--- config.mk ---
export PLATFORM = sky130hd
export DESIGN_NAME = lrpfc_top
export DESIGN_NICKNAME = d
export VERILOG_FILES = /design/src/inc/lrpfc_pkg.sv /design/src/design/lrpfc_top.sv
export SDC_FILE = /design/constraint.sdc
export NUM_CORES = 1
export LEC_CHECK = 0
export ABC_AREA = 1
export BUFFER_PORTS_ARGS = -buffer_cell sky130_fd_sc_hd__buf_2
export CELL_PAD_IN_SITES_DETAIL_PLACEMENT = 1
export CELL_PAD_IN_SITES_GLOBAL_PLACEMENT = 1
export CORE_ASPECT_RATIO = 0.9
export CORE_UTILIZATION = 40
export DETAILED_ROUTE_END_ITERATION = 8
export PLACE_DENSITY_LB_ADDON = 0.15
export SLEW_MARGIN = 20
export SYNTH_ARGS = -nofsm -noshare
export SYNTH_HDL_FRONTEND = slang
export SYNTH_SLANG_ARGS = --single-unit
--- constraint.sdc ---
create_clock -name mclk -period 3.1 [get_ports mclk]
set_input_delay 0.155 -clock mclk [delete_from_list [all_inputs] [get_ports mclk]]
set_output_delay 0.155 -clock mclk [all_outputs]
set_load 0.05 [all_outputs]
--- src/inc/lrpfc_pkg.sv ---
// constants, field positions and state type of the packet controller
package lrpfc_pkg;
	// register map seen over the serial port (7-bit address)
	localparam logic [6:0] TXBUF_BASE = 7'h00;
	localparam logic [6:0] RXBUF_BASE = 7'h30;
	localparam logic [6:0] REG_IRQ = 7'h60;
	localparam logic [6:0] REG_TRIG = 7'h61;
	localparam logic [6:0] REG_TX_RESULT_STATUS = 7'h62;
	localparam logic [6:0] REG_FLUSH = 7'h63;
	localparam logic [6:0] REG_MODE = 7'h64;
	localparam logic [6:0] REG_IFS = 7'h65;
	localparam int BUF_DEPTH = 32;
	// transmit buffer layout, offsets from TXBUF_BASE
	localparam logic [4:0] TX_HDR_LEN_OFS = 5'h00;
	localparam logic [4:0] TX_PKT_LEN_OFS = 5'h01;
	localparam logic [4:0] TX_FC_OFS = 5'h02;
	localparam logic [4:0] TX_SEQ_OFS = 5'h04;
	localparam logic [4:0] TX_DATA_OFS = 5'h05;
	// receive buffer layout, offsets from RXBUF_BASE
	localparam logic [4:0] RX_LEN_OFS = 5'h00;
	localparam logic [4:0] RX_FC_OFS = 5'h01;
	localparam logic [4:0] RX_SEQ_OFS = 5'h03;
	localparam logic [4:0] RX_DATA_OFS = 5'h04;
	// bit positions
	localparam int TRIG_SEND = 0;
	localparam int TRIG_SECURE = 1;
	localparam int TRIG_ACK_REQUEST = 2;
	localparam int TRIG_INDIRECT = 3;
	localparam int TRIG_PEND = 4;
	localparam int TX_RESULT_STATUS_FAIL = 5;
	localparam int IRQ_TX = 0;
	localparam int IRQ_RX = 3;
	localparam int FL_FLUSH = 0;
	localparam int FL_BCN = 1;
	localparam int FL_DATA = 2;
	localparam int FL_CMD = 3;
	localparam int FL_WREN = 4;
	localparam int MODE_PROMISC = 0;
	localparam int MODE_ERROR = 1;
	localparam int MODE_SRST = 7;
	// reset values
	localparam logic [7:0] IFS_RESET = 8'hA3;
	localparam logic [7:0] ZERO_RESET = 8'h00;
	// frame fields
	localparam logic [2:0] FT_BEACON = 3'h0;
	localparam logic [2:0] FT_DATA = 3'h1;
	localparam logic [2:0] FT_CMD = 3'h3;
	localparam logic [2:0] PREAMBLE_BYTES = 3'h4;
	localparam logic [7:0] SFD_BYTE = 8'hA7;
	localparam logic [7:0] FCS_BYTES = 8'h02;
	localparam logic [7:0] MAX_SIFS_LEN = 8'h12;
	localparam logic [15:0] CRC_POLY_REV = 16'h8408;
	localparam logic [1:0] MAX_RETRY = 2'h3;
	localparam logic [2:0] MAX_CCA_TRIES = 3'h4;
	// timing
	localparam int CLK_MHZ = 100;
	localparam int IFS_UNIT_US = 64;
	localparam int IFS_UNIT_CYC = IFS_UNIT_US * CLK_MHZ;
	localparam int ACK_WAIT_US = 864;
	localparam int ACK_WAIT_CYC_DEF = ACK_WAIT_US * CLK_MHZ;
	// transmit sequencer states
	typedef enum logic [2:0] {TX_IDLE, TX_SPACE, TX_PRE, TX_BODY, TX_FCS,
		TX_END, TX_ACKW, TX_DONE} lrpfc_tx_state_t;
endpackage : lrpfc_pkg

--- src/design/lrpfc_top.sv ---
// packet transmit/receive controller behind a four-wire serial port
`timescale 1ns/1ps
// Function
// RULE1: preamble and delimiter generated by hardware
// RULE2: host writes all other frame bytes
// RULE3: four transmit queues; normal queue held here
// RULE4: spacing, channel check, checksum, resend on missing acknowledge
// RULE5: transmit buffer lengths at 0/1, payload 5
// RULE6: host sets acknowledge request before sending
// RULE7: send bit starts transmission, self clearing
// RULE8: pending bit mirrors last acknowledge, cleared
// RULE9: option bits cleared at next trigger
// RULE10: completion sets done flag and status
// RULE11: status holds retries 7:6, fail bit 5
// RULE12: accepted frame sets receive flag bit 3
// RULE13: single frame buffer, further frames refused
// RULE14: checksum check, type parse, append quality, strength
// RULE15: release by length+last read, flush, soft reset
// RULE16: promiscuous and error receive modes
// RULE17: receive length at 0x30, payload 0x34
// RULE18: flush bit empties buffer, self clearing
// RULE19: frame type filter bits restrict reception
// RULE20: write enable bit gates host buffer writes; here it gates only receive buffer writes, transmit buffer writes are not gated
// RULE21: normal queue released only in contention period
// RULE22: programmable long/short spacing and acknowledge wait
// RULE23: done flag at bit 0 of status
module lrpfc_top #(
	parameter int unsigned ACK_WAIT_CYC = lrpfc_pkg::ACK_WAIT_CYC_DEF
) (
	input wire logic mclk,
	input wire logic resetn,
	input wire logic spi_sck,
	input wire logic spi_cs_n,
	input wire logic spi_sdi,
	output logic spi_sdo,
	output logic spi_sdo_oe,
	output logic [7:0] bb_data,
	output logic bb_valid,
	output logic bb_last,
	input wire logic bb_ready,
	input wire logic cca_busy,
	input wire logic cap_open,
	input wire logic ack_rx,
	input wire logic ack_pend,
	input wire logic rx_sof,
	input wire logic rx_valid,
	input wire logic [7:0] rx_byte,
	input wire logic rx_eof,
	input wire logic rx_fcs_ok,
	input wire logic rx_addr_ok,
	input wire logic [7:0] rx_lqi,
	input wire logic [7:0] rx_rssi
);
	import lrpfc_pkg::*;

	// serial pin synchronisers; stage 1 feeds stage 2 only
	logic sck_s1, sck_s2, sck_s3, cs_s1, cs_s2, sdi_s1, sdi_s2;
	logic [7:0] sh_in, cmd_reg, wdata_reg, out_sh, rdata;
	logic [3:0] bit_cnt;
	logic wr_stb, rd_stb, sck_rise, sck_fall;
	// register and buffer state
	logic [7:0] tx_mem [BUF_DEPTH];
	logic [7:0] rx_mem [BUF_DEPTH];
	logic [3:0] trig_reg; // send, secure, ack_request, indirect
	logic [7:0] tx_result_status_reg, flush_reg, mode_reg, ifs_reg;
	logic irq_tx_reg, irq_rx_reg;
	// transmit sequencer
	lrpfc_tx_state_t tx_state;
	logic [16:0] tx_cnt;
	logic [4:0] tx_idx;
	logic [7:0] tx_left;
	logic [15:0] crc_reg;
	logic [1:0] retry_reg;
	logic [2:0] tries_reg, pre_cnt;
	logic ack_request_reg, fail_reg, pend_reg, tx_done, tx_start;
	logic [16:0] spacing;
	// receive path
	logic [4:0] rx_idx;
	logic rx_active, rx_lock, got_len, got_fcs, rx_pass, rx_ok;
	logic [2:0] rx_type;
	logic rx_purge, type_ok;
	logic [6:0] a_rx;

	// bytewise reflected checksum update
	function automatic logic [15:0] crc16(input logic [15:0] c,
		input logic [7:0] d);
		logic [15:0] r;
		r = c;
		for (int i = 0; i < 8; i++) begin
			if (r[0] ^ d[i]) begin
				r = (r >> 1) ^ CRC_POLY_REV;
			end else begin
				r = r >> 1;
			end
		end
		return r;
	endfunction : crc16

	// two-flop synchronisers plus one edge stage for the serial clock
	always_ff @(posedge mclk or negedge resetn) begin
		if (!resetn) begin
			{sck_s1, sck_s2, sck_s3} <= 3'h0;
			{cs_s1, cs_s2, sdi_s1, sdi_s2} <= 4'hC;
		end else begin
			{sck_s1, sck_s2, sck_s3} <= {spi_sck, sck_s1, sck_s2};
			{cs_s1, cs_s2} <= {spi_cs_n, cs_s1};
			{sdi_s1, sdi_s2} <= {spi_sdi, sdi_s1};
		end
	end
	assign sck_rise = sck_s2 & ~sck_s3;
	assign sck_fall = ~sck_s2 & sck_s3;

	// serial framing: command byte {write, addr[6:0]} then data byte
	always_ff @(posedge mclk or negedge resetn) begin
		if (!resetn) begin
			bit_cnt <= 4'h0;
			sh_in <= 8'h00;
			cmd_reg <= 8'h00;
			wdata_reg <= 8'h00;
			wr_stb <= 1'b0;
			rd_stb <= 1'b0;
		end else begin
			wr_stb <= 1'b0;
			rd_stb <= 1'b0;
			if (cs_s2) begin
				// deselected: realign on the next command
				bit_cnt <= 4'h0;
			end else if (sck_rise) begin
				sh_in <= {sh_in[6:0], sdi_s2};
				bit_cnt <= bit_cnt + 4'h1;
				if (bit_cnt == 4'h7) begin
					cmd_reg <= {sh_in[6:0], sdi_s2};
					rd_stb <= ~sh_in[6];
				end
				if (bit_cnt == 4'hF) begin
					wdata_reg <= {sh_in[6:0], sdi_s2};
					wr_stb <= cmd_reg[7];
				end
			end
		end
	end

	// read data out on falling serial edges, msb first
	always_ff @(posedge mclk or negedge resetn) begin
		if (!resetn) begin
			out_sh <= 8'h00;
			spi_sdo <= 1'b0;
			spi_sdo_oe <= 1'b0;
		end else begin
			spi_sdo_oe <= ~cs_s2;
			if (cs_s2) begin
				out_sh <= 8'h00;
			end else if (rd_stb) begin
				out_sh <= rdata;
			end else if (sck_fall) begin
				spi_sdo <= out_sh[7];
				out_sh <= {out_sh[6:0], 1'b0};
			end
		end
	end

	// read multiplexer; unmapped addresses read zero
	assign a_rx = cmd_reg[6:0] - RXBUF_BASE;
	always_comb begin
		rdata = 8'h00;
		if (cmd_reg[6:5] == TXBUF_BASE[6:5]) begin
			rdata = tx_mem[cmd_reg[4:0]];
		end else if (a_rx < 7'(BUF_DEPTH)) begin
			rdata = rx_mem[a_rx[4:0]];
		end else begin
			case (cmd_reg[6:0])
				REG_IRQ: rdata = {4'h0, irq_rx_reg, 2'h0, irq_tx_reg};
				REG_TRIG: rdata = {3'h0, pend_reg, trig_reg[3:1], 1'b0};
				REG_TX_RESULT_STATUS: rdata = tx_result_status_reg;
				REG_FLUSH: rdata = {3'h0, flush_reg[4:0]};
				REG_MODE: rdata = mode_reg;
				REG_IFS: rdata = ifs_reg;
				default: rdata = 8'h00;
			endcase
		end
	end

	// host configuration registers with self-clearing command bits
	always_ff @(posedge mclk or negedge resetn) begin
		if (!resetn) begin
			trig_reg <= 4'h0;
			flush_reg <= ZERO_RESET;
			mode_reg <= ZERO_RESET;
			ifs_reg <= IFS_RESET;
		end else begin
			flush_reg[FL_FLUSH] <= 1'b0; // [RULE18]
			mode_reg[MODE_SRST] <= 1'b0;
			if (tx_start) begin
				trig_reg <= 4'h0; // [RULE7] [RULE9]
			end
			if (wr_stb) begin
				case (cmd_reg[6:0])
					REG_TRIG: trig_reg <= wdata_reg[3:0]; // [RULE6]
					REG_FLUSH: flush_reg <= {3'h0, wdata_reg[4:0]};
					REG_MODE: mode_reg <= wdata_reg;
					REG_IFS: ifs_reg <= wdata_reg;
					default: ;
				endcase
			end
		end
	end

	// sticky flags, cleared by reading; a new event wins over the clear
	always_ff @(posedge mclk or negedge resetn) begin
		if (!resetn) begin
			irq_tx_reg <= 1'b0;
			irq_rx_reg <= 1'b0;
		end else begin
			if (tx_done) begin
				irq_tx_reg <= 1'b1; // [RULE10] [RULE23]
			end else if (rd_stb && cmd_reg[6:0] == REG_IRQ) begin
				irq_tx_reg <= 1'b0;
			end
			if (rx_ok) begin
				irq_rx_reg <= 1'b1; // [RULE12]
			end else if (rd_stb && cmd_reg[6:0] == REG_IRQ) begin
				irq_rx_reg <= 1'b0; // [RULE15]
			end
		end
	end

	// transmit buffer storage, written by the host only [RULE2]
	always_ff @(posedge mclk) begin
		if (wr_stb && cmd_reg[6:5] == TXBUF_BASE[6:5]) begin
			tx_mem[cmd_reg[4:0]] <= wdata_reg;
		end
	end

	// only the normal queue lives here, released in the contention period
	assign tx_start = (tx_state == TX_IDLE) && trig_reg[TRIG_SEND]
		&& cap_open; // [RULE3] [RULE21]
	// gap before sending: long for big frames, else short [RULE22]
	assign spacing = (tx_mem[TX_PKT_LEN_OFS] > MAX_SIFS_LEN) ?
		17'(ifs_reg[7:4]) * 17'(IFS_UNIT_CYC) :
		17'(ifs_reg[3:0]) * 17'(IFS_UNIT_CYC);

	// transmit sequencer: spacing, channel check, send, acknowledge wait
	always_ff @(posedge mclk or negedge resetn) begin
		if (!resetn) begin
			tx_state <= TX_IDLE;
			tx_cnt <= 17'h0;
			tx_idx <= 5'h0;
			tx_left <= 8'h00;
			crc_reg <= 16'h0000;
			retry_reg <= 2'h0;
			tries_reg <= 3'h0;
			pre_cnt <= 3'h0;
			ack_request_reg <= 1'b0;
			fail_reg <= 1'b0;
			pend_reg <= 1'b0;
			tx_done <= 1'b0;
			tx_result_status_reg <= ZERO_RESET;
			bb_data <= 8'h00;
			bb_valid <= 1'b0;
			bb_last <= 1'b0;
		end else begin
			tx_done <= 1'b0;
			if (bb_ready) begin
				// byte taken by the baseband
				bb_valid <= 1'b0;
				bb_last <= 1'b0;
			end
			case (tx_state)
				TX_IDLE: if (tx_start) begin
					ack_request_reg <= trig_reg[TRIG_ACK_REQUEST];
					pend_reg <= 1'b0; // [RULE8]
					fail_reg <= 1'b0;
					retry_reg <= 2'h0;
					tries_reg <= 3'h0;
					tx_cnt <= spacing;
					tx_state <= TX_SPACE;
				end
				TX_SPACE: if (tx_cnt != 17'h0) begin
					tx_cnt <= tx_cnt - 17'h1;
				end else if (!cap_open) begin
					tx_state <= TX_SPACE; // hold until the period reopens
				end else if (cca_busy) begin
					if (tries_reg == MAX_CCA_TRIES - 3'h1) begin
						fail_reg <= 1'b1; // [RULE4]
						tx_state <= TX_DONE;
					end else begin
						tries_reg <= tries_reg + 3'h1;
						tx_cnt <= spacing;
					end
				end else begin
					pre_cnt <= 3'h0;
					tx_state <= TX_PRE;
				end
				TX_PRE: if (!bb_valid || bb_ready) begin
					bb_valid <= 1'b1;
					pre_cnt <= pre_cnt + 3'h1;
					if (pre_cnt < PREAMBLE_BYTES) begin
						bb_data <= 8'h00; // [RULE1]
					end else if (pre_cnt == PREAMBLE_BYTES) begin
						bb_data <= SFD_BYTE; // [RULE1]
					end else begin
						// length on air counts the checksum [RULE5]
						bb_data <= tx_mem[TX_PKT_LEN_OFS] + FCS_BYTES;
						tx_left <= tx_mem[TX_PKT_LEN_OFS];
						tx_idx <= TX_FC_OFS;
						crc_reg <= 16'h0000;
						tx_state <= TX_BODY;
					end
				end
				TX_BODY: if (!bb_valid || bb_ready) begin
					bb_valid <= 1'b1;
					if (tx_left == 8'h00) begin
						bb_data <= crc_reg[7:0]; // [RULE4]
						tx_state <= TX_FCS;
					end else begin
						bb_data <= tx_mem[tx_idx];
						crc_reg <= crc16(crc_reg, tx_mem[tx_idx]);
						tx_idx <= tx_idx + 5'h1;
						tx_left <= tx_left - 8'h01;
					end
				end
				TX_FCS: if (!bb_valid || bb_ready) begin
					bb_valid <= 1'b1;
					bb_last <= 1'b1;
					bb_data <= crc_reg[15:8];
					tx_state <= TX_END;
				end
				TX_END: if (!bb_valid || bb_ready) begin
					tx_cnt <= 17'(ACK_WAIT_CYC);
					tx_state <= ack_request_reg ? TX_ACKW : TX_DONE;
				end
				TX_ACKW: if (ack_rx) begin
					pend_reg <= ack_pend; // [RULE8]
					tx_state <= TX_DONE;
				end else if (tx_cnt != 17'h0) begin
					tx_cnt <= tx_cnt - 17'h1;
				end else if (retry_reg == MAX_RETRY) begin
					tx_state <= TX_DONE;
				end else begin
					retry_reg <= retry_reg + 2'h1; // [RULE4]
					tries_reg <= 3'h0;
					tx_cnt <= spacing;
					tx_state <= TX_SPACE;
				end
				TX_DONE: begin
					tx_result_status_reg <= {retry_reg, fail_reg, 5'h00}; // [RULE11]
					tx_done <= 1'b1; // [RULE10]
					tx_state <= TX_IDLE;
				end
				default: tx_state <= TX_IDLE;
			endcase
		end
	end

	// acceptance filter: error mode, promiscuous, then address and type
	assign rx_type = rx_mem[RX_FC_OFS][2:0];
	assign type_ok = !(flush_reg[FL_CMD] && rx_type != FT_CMD)
		&& !(flush_reg[FL_DATA] && rx_type != FT_DATA)
		&& !(flush_reg[FL_BCN] && rx_type != FT_BEACON); // [RULE19]
	assign rx_pass = mode_reg[MODE_ERROR] || (rx_fcs_ok &&
		(mode_reg[MODE_PROMISC] || (rx_addr_ok && type_ok))); // [RULE16]
	assign rx_purge = flush_reg[FL_FLUSH] || mode_reg[MODE_SRST];

	// receive buffer control: fill, lock, release
	always_ff @(posedge mclk or negedge resetn) begin
		if (!resetn) begin
			rx_idx <= 5'h0;
			rx_active <= 1'b0;
			rx_lock <= 1'b0;
			got_len <= 1'b0;
			got_fcs <= 1'b0;
			rx_ok <= 1'b0;
		end else begin
			rx_ok <= 1'b0;
			if (rx_purge) begin
				{rx_active, rx_lock, got_len, got_fcs} <= 4'h0; // [RULE15]
				rx_idx <= 5'h0;
			end else if (rx_lock) begin
				// a held frame blocks reception [RULE13]
				if (rd_stb && a_rx == 7'(RX_LEN_OFS)) begin
					got_len <= 1'b1;
				end
				if (rd_stb && a_rx == 7'(rx_mem[RX_LEN_OFS])) begin
					got_fcs <= 1'b1;
				end
				if (got_len && got_fcs) begin
					{rx_lock, got_len, got_fcs} <= 3'h0; // [RULE15]
				end
			end else if (rx_sof) begin
				rx_active <= 1'b1;
				rx_idx <= RX_LEN_OFS; // [RULE17]
			end else if (rx_active && rx_eof) begin
				rx_active <= 1'b0;
				rx_lock <= rx_pass; // [RULE14]
				rx_ok <= rx_pass;
			end else if (rx_active && rx_valid && rx_idx != 5'h1F) begin
				rx_idx <= rx_idx + 5'h1;
			end
		end
	end

	// receive storage: radio bytes, appended quality bytes, host writes
	always_ff @(posedge mclk) begin
		if (!rx_lock && !rx_purge && rx_active && rx_eof) begin
			rx_mem[rx_idx] <= rx_lqi; // [RULE14]
			rx_mem[5'(rx_idx + 5'h1)] <= rx_rssi; // [RULE14]
		end else if (!rx_lock && !rx_purge && rx_active && rx_valid) begin
			rx_mem[rx_idx] <= rx_byte; // [RULE17]
		end else if (wr_stb && a_rx < 7'(BUF_DEPTH)
			&& flush_reg[FL_WREN]) begin
			rx_mem[a_rx[4:0]] <= wdata_reg; // [RULE20]
		end
	end
endmodule : lrpfc_top

Word-level counts from Yosys, hierarchy flattened

Memory sizes are Yosys's and may differ from the RTL's.
Index checks and enable logic that the tools add are counted.

Multipliers: 2
Multiplexer cells: 179
Div/mod/pow operators: 0
Bitwise gates (word level): 24
$lt $le $gt $ge: 3
Equal/unequal tests: 49
Add/subtract/negate cells: 10
Shift operators: 0
Reduce and logical (&&, ||, !) cells: 78

Operators by type and width:

| operator                                            | number |
|---|---|
| 2-to-1 mux 16 bit                                   | 34 |
| 2-to-1 mux 17 bit                                   | 10 |
| 2-to-1 mux 8 bit                                    | 20 |
| 2-to-1 mux 3 bit                                    | 27 |
| one-hot mux 17 bit (4 select lines)                 | 1 |
| 2-to-1 mux 1 bit                                    | 56 |
| 2-to-1 mux 5 bit                                    | 11 |
| one-hot mux 8 bit (6 select lines)                  | 1 |
| == test 7 bit (second input constant)               | 6 |
| != test 2 bit (second input constant)               | 19 |
| one-hot mux 16 bit (2 select lines)                 | 1 |
| NOT 2 -> 3 bit                                      | 8 |
| one-hot mux 3 bit (8 select lines)                  | 1 |
| one-hot mux 8 bit (3 select lines)                  | 1 |
| nonzero test 3 bit                                  | 8 |
| logical AND 1 bit                                   | 23 |
| 2-to-1 mux 4 bit                                    | 5 |
| multiplier 4 x 5 -> 9 bit (second input constant)   | 2 |
| != test 3 bit (second input constant)               | 6 |
| nonzero test 17 bit                                 | 1 |
| subtractor 17 x 1 -> 17 bit (second input constant) | 1 |
| one-hot mux 8 bit (2 select lines)                  | 1 |
| AND reduction 2 bit                                 | 8 |
| nonzero test 2 bit                                  | 8 |
| other kinds (48)                                    | 86 |

RAM bits: 512
Output and inout bits: 12
ROM bits: 0
Memories kept: 2
Bits in registers: 157
Bits in latches: 0
Input port bits: 39

Memory list:

| name   | words | width | read ports | clocked after Yosys merged registers in | write ports | RTL line        | source |
|---|---|---|---|---|---|---|---|
| rx_mem | 32    | 8     | 3          | 0                                       | 2           | lrpfc_top.sv:63 | `logic [7:0] rx_mem [BUF_DEPTH];` |
| tx_mem | 32    | 8     | 3          | 0                                       | 1           | lrpfc_top.sv:62 | `logic [7:0] tx_mem [BUF_DEPTH];` |

Logic depth before layout (Yosys ltp)

An unclocked memory read counts as a cell.

Depth after elaboration: 41
Depth in mapped cells: 20
Gate-level depth less buffers: 18

Worst setup path after synthesis

OpenSTA, ideal clock, no wires.

Path kind: reg-to-reg
Start point: register cmd_reg[4]
End point: memory rx_mem[18][0], enable pin
Slack: -0.178 ns
Required time: 2.716 ns
Period minus slack after synthesis: 3.278 ns
Path buffers: 4
Stages on the path, launching flop included: 13
Data arrival time: 2.894 ns
Cell sequence: dfrtp_1 clkbuf_1 inv_1 clkbuf_1 ha_1 nand3_2 nor2_1 nand3_2 buf_6 buf_6 o21ai_2 nand3_2 o21ai_0

RTL lines:

| element                | RTL line         | source |
|---|---|---|
| start, declared        | lrpfc_top.sv:58  | `logic [7:0] sh_in, cmd_reg, wdata_reg, out_sh, rdata;` |
| start signal, assigned | lrpfc_top.sv:132 | `cmd_reg <= {sh_in[6:0], sdi_s2};` |
| end, declared          | lrpfc_top.sv:63  |  |

Worst setup path in the final report

Start point: register cmd_reg[1]
End point: register out_sh[1]

Longest elaborated chain between the ends: 6
Elaborated cells on any way between the ends: 15

Ends and longest elaborated chain:

| element                                                           | RTL line                           | source |
|---|---|---|
| subtractor 7 x 6 -> 7 bit / == test 7 bit (equally long branches) | lrpfc_top.sv:163, lrpfc_top.sv:171 |  |
| memory read (32 x 8 bit), or another cell as far along            | --                                 |  |
| 2-to-1 mux 8 bit                                                  | lrpfc_top.sv:168                   | `end else if (a_rx < 7'(BUF_DEPTH)) begin` |
| 2-to-1 mux 8 bit *                                                | lrpfc_top.sv:166                   | `if (cmd_reg[6:5] == TXBUF_BASE[6:5]) begin` |
| 2-to-1 mux 8 bit *                                                | lrpfc_top.sv:153                   | `end else if (rd_stb) begin` |
| 2-to-1 mux 8 bit *                                                | lrpfc_top.sv:151                   | `if (cs_s2) begin` |
| end signal, assigned                                              | lrpfc_top.sv:154                   | `out_sh <= rdata;` |
| end signal, assigned                                              | lrpfc_top.sv:157                   | `out_sh <= {out_sh[6:0], 1'b0};` |
| end, declared                                                     | lrpfc_top.sv:58                    |  |

Mark *: on every way between the ends. The rest lies on a longest branch, timed or not.
A chain may end at the register's enable or synchronous reset.

==> parameters.txt <==
Parameter                              Value

Status
  Result of the run    finished, final reports clean

CTS
  Number of CTS-inserted buffers    between 70 and 80
  Buffer levels on the longest clock path    3
  Clock Root Buffer    sky130_fd_sc_hd__clkbuf_16
  Clock slew seen by the registers of the worst setup and hold paths    roughly 0.060 ns
  Clock tree from TritonCTS    built
  # clock sinks    roughly 670
  Skew-Pair Late Insertion Delay    approximately 0.65 ns
  H-tree depth    3

Die
  Core region area    ~85,000 sq um
  Starting utilization of the core area    40.61%
  Vertical extent of the die    between 200 and 300 microns
  Number of placement rows    101
  # IOs    approximately 50
  DIE AREA    slightly below 90,000 sq um
  Die extent in x    311.3 microns

Critical path
  Worst-path fanout max    12
  Worst Setup Path Type    reg -> reg
  Critical path required time    between 3 and 4 ns
  Launching element type of the critical path    register
  Endpoint class of the critical path    register
  CP Data Arrival Time    roughly 3.5 ns

Place
  HPWL after detailed placement    87.38 mm
  Placed Instance Area    between 30,000 and 40,000 sq um
  Final weighted congestion in routability-driven placement    0.8577
  I/O Buffers    50
  Setup Slack @ Placement    -0.01504 ns

Global routing
  Number of global-route vias before repair    29,986
  Antenna violations before repair    1
  Global-route wire length before repair    between 150 and 200 mm
  Total grt overflow    0
  Maximum number of pins on one net before global-route repair    82
  Total routing resource utilization after global routing    ~30%

Synth
  Async SR Flop Fraction    roughly a quarter
  Post-synthesis cell area    34,440 sq um
  Most frequent cells after synthesis    sky130_fd_sc_hd__nand2_1 (966), sky130_fd_sc_hd__edfxtp_1 (512), sky130_fd_sc_hd__o21ai_0 (468), sky130_fd_sc_hd__nor2_1 (346), sky130_fd_sc_hd__inv_1 (278)
  Most common cell in the netlist    sky130_fd_sc_hd__nand2_1
  Dominant combinational cell family by area after synthesis    simple AND/OR/NAND/NOR gates
  Yosys synthesis warning count    0
  Cell types occupying the most area after synthesis    sky130_fd_sc_hd__edfxtp_1 (45%), sky130_fd_sc_hd__dfrtp_1 (11%), sky130_fd_sc_hd__nand2_1 (11%)
  Fraction of the yosys area taken by sequential cells    between 50% and 60%
  Instance count of the mapped netlist    ~3,800
  Synthesized Nets    slightly below 4,000
  Cell variety after synth    about 60
  Yosys reg bits    between 600 and 700
  Flip-flop cell with the highest count after synthesis    sky130_fd_sc_hd__edfxtp_1
  Compound-cell area share of the yosys netlist    between 10% and 20%
  Share of synthesized cell area in and, or, nand and nor gates    between 20% and 30%
  Number of synthesized flops with an enable pin    just over 500
  Post-synthesis adder-cell area fraction    approximately 1.5%
  Xor/xnor cell area share of the yosys netlist    less than 1%
  Proportion of netlist area held by the largest area contributor    approximately 45%
  Largest area contributor in the netlist    sky130_fd_sc_hd__edfxtp_1
  Mux cell area share after synthesis    less than 1%
  Avg Cell Area, Syn    around 9.0 sq um

STA
  Setup-violating endpoint count in the final report    0
  Worst rel slew slack    44.14%
  Total negative slack    0 ns
  Portion of the clock cycle consumed by the worst path in the final layout    94.45%
  Fin. max-slew vios    0
  Min cycle time layout    slightly below 3 ns
  Clock skew after layout    0.03367 ns
  Crit path setup slack, layout    between 0.15 and 0.2 ns
  Final hold violation count    0
  Unrepaired setup endpoints after global routing    false
  Highest clock frequency the design can meet    roughly 340 MHz
  Slew at the pin with the worst max-slew slack    ~0.83 ns
  Worst hold-check slack    ~0.046 ns

Cells and area
  Multi-input logic area    ~13,000 sq um
  Nets@finish    between 4,000 and 5,000
  Summed area of non-filler cells in the final layout    between 30,000 and 40,000 sq um
  Fraction of layout cells with a size suffix above 1    roughly 13%
  Number of filler instances in the final layout    a little under 10,000
  Area Overhead vs Synth    15.98%
  Register cell area after layout    19,320 sq um

Power
  Overall power of the completed layout    around 26 mW
  Static leakage power    16.40 nW
  VDD IR max    about 450 uV
  Total power density per cell area    around 660 nW/um^2

Route
  Count of routing violations after the opening detailed-route iteration    2,604
  Router iterations before antenna repair    7
  DR DRC count    0
  Total wire length    between 100 and 150 mm
  Via count    approximately 30,000
  Antenna Violating Nets Remaining    0
  Mean number of vias per cell    between 5 and 6
  Wire per inst    approximately 25 microns

Hold path
  Hold Path Class    in -> reg

Job
  Maximum Capacitance Violations    0
==> metrics by stage <==
step                cells  utilization (%)
global route         5205            47.10
floorplan            3839                -
CTS                  5205            47.07
detailed placement   5053            44.02
global placement     5053            44.02
finish               5206            47.10
==> report_power, final <==
part           switching [mW]  leakage [nW]  internal (mW)
Sequential              0.389          7.03           10.0
Clock                    3.89          1.21           5.20
Combinational            4.62          8.16           2.02
Total                    8.90          16.4           17.3
==> layout by cell type (no fill, tap or decap), drive strengths merged, types with 6 or more instances in the layout <==
cell / n
nand2: 968
o21ai: 539
edfxtp: 512
nor2: 362
buf: 306
inv: 293
nand3: 240
o22ai: 166
dfrtp: 151
clkbuf: 108
a21oi: 58
or2: 49
ha: 39
o211ai: 36
clkinv: 32
nor3: 29
o2111ai: 27
xor2: 17
nand4: 15
a31oi: 15
o221ai: 13
dlygate4sd3: 12
xnor2: 11
o31ai: 10
nand3b: 7
dfstp: 6
nor4: 6
==> critical path, stage by stage (launching register included) <==
cell	delay, ns
sky130_fd_sc_hd__dfrtp_1	0.58
sky130_fd_sc_hd__buf_4	0.29
sky130_fd_sc_hd__nor2_2	0.27
sky130_fd_sc_hd__buf_12	0.24
sky130_fd_sc_hd__buf_4	0.22
sky130_fd_sc_hd__nand2_1	0.08
sky130_fd_sc_hd__o2111ai_1	0.16
sky130_fd_sc_hd__nand3_1	0.24
sky130_fd_sc_hd__nand3_1	0.13
sky130_fd_sc_hd__nand2_1	0.07
sky130_fd_sc_hd__a21oi_2	0.27
sky130_fd_sc_hd__nand2_1	0.11
sky130_fd_sc_hd__nand3_1	0.08
sky130_fd_sc_hd__nand2_1	0.05
==> kinds of logic (layout without fill, tap and decap cells) <==
kind of cell / after synthesis / after routing
muxes: 2 / 2
buffers and inverters: 522 / 755
and+or+nand+nor: 1686 / 1686
AOI/OAI and AO/OA: 891 / 891
DFF: 669 / 669
xor gates and xnor gates: 28 / 28
adders and majority gates: 41 / 41
other: 0 / 1
==> metal layers <==
metal / global-route usage (%) / part of all wire (%)
met1: 42.37 / 45
met2: 46.93 / 46
met3: 3.548 / 6.6
met4: 8.943 / 2.7
met5: 0 / 0
==> path summary, 6_finish.rpt <==
kind | from | end | slack, ns | cells past startpoint
worst max-delay path | cmd_reg[1]$_DFFE_PN0P_ | out_sh[1]$_DFFE_PN0P_ | 0.17 | 13
worst min-delay path | rx_fcs_ok | rx_ok$_DFF_PN0_ | 0.05 | 5
worst max register to register | cmd_reg[1]$_DFFE_PN0P_ | out_sh[1]$_DFFE_PN0P_ | 0.17 | 13
worst min register to register | sdi_s1$_DFF_PN0_ | sdi_s2$_DFF_PN0_ | 0.35 | 0
max in group asynchronous | resetn | ifs_reg[1]$_DFFE_PN1P_ | 2.49 | 3
min in group asynchronous | resetn | crc_reg[15]$_DFFE_PN0P_ | 0.08 | 3
==> final cells by class <==
type                       count  area share (%)
sequential                   669           48.36
multi-input combinational   2648           32.73
timing repair buffer         318           6.413
clock buffer                 108           5.498
tap                         1133           3.549
inverter                     298           2.807
clock inverter                31          0.6359
antenna                        1        0.006265
==> timing repair <==
| item | CTS | global route |
|---|---|---|
| resized for setup | 1 | 7 |
| endpoints found under the hold margin | 166 | 0 |
| buffers inserted | 0 | 0 |
| hold buffers | 13 | 0 |
| endpoints found under the setup margin | 8 | 49 |
Power figures use the tool's default switching activity.
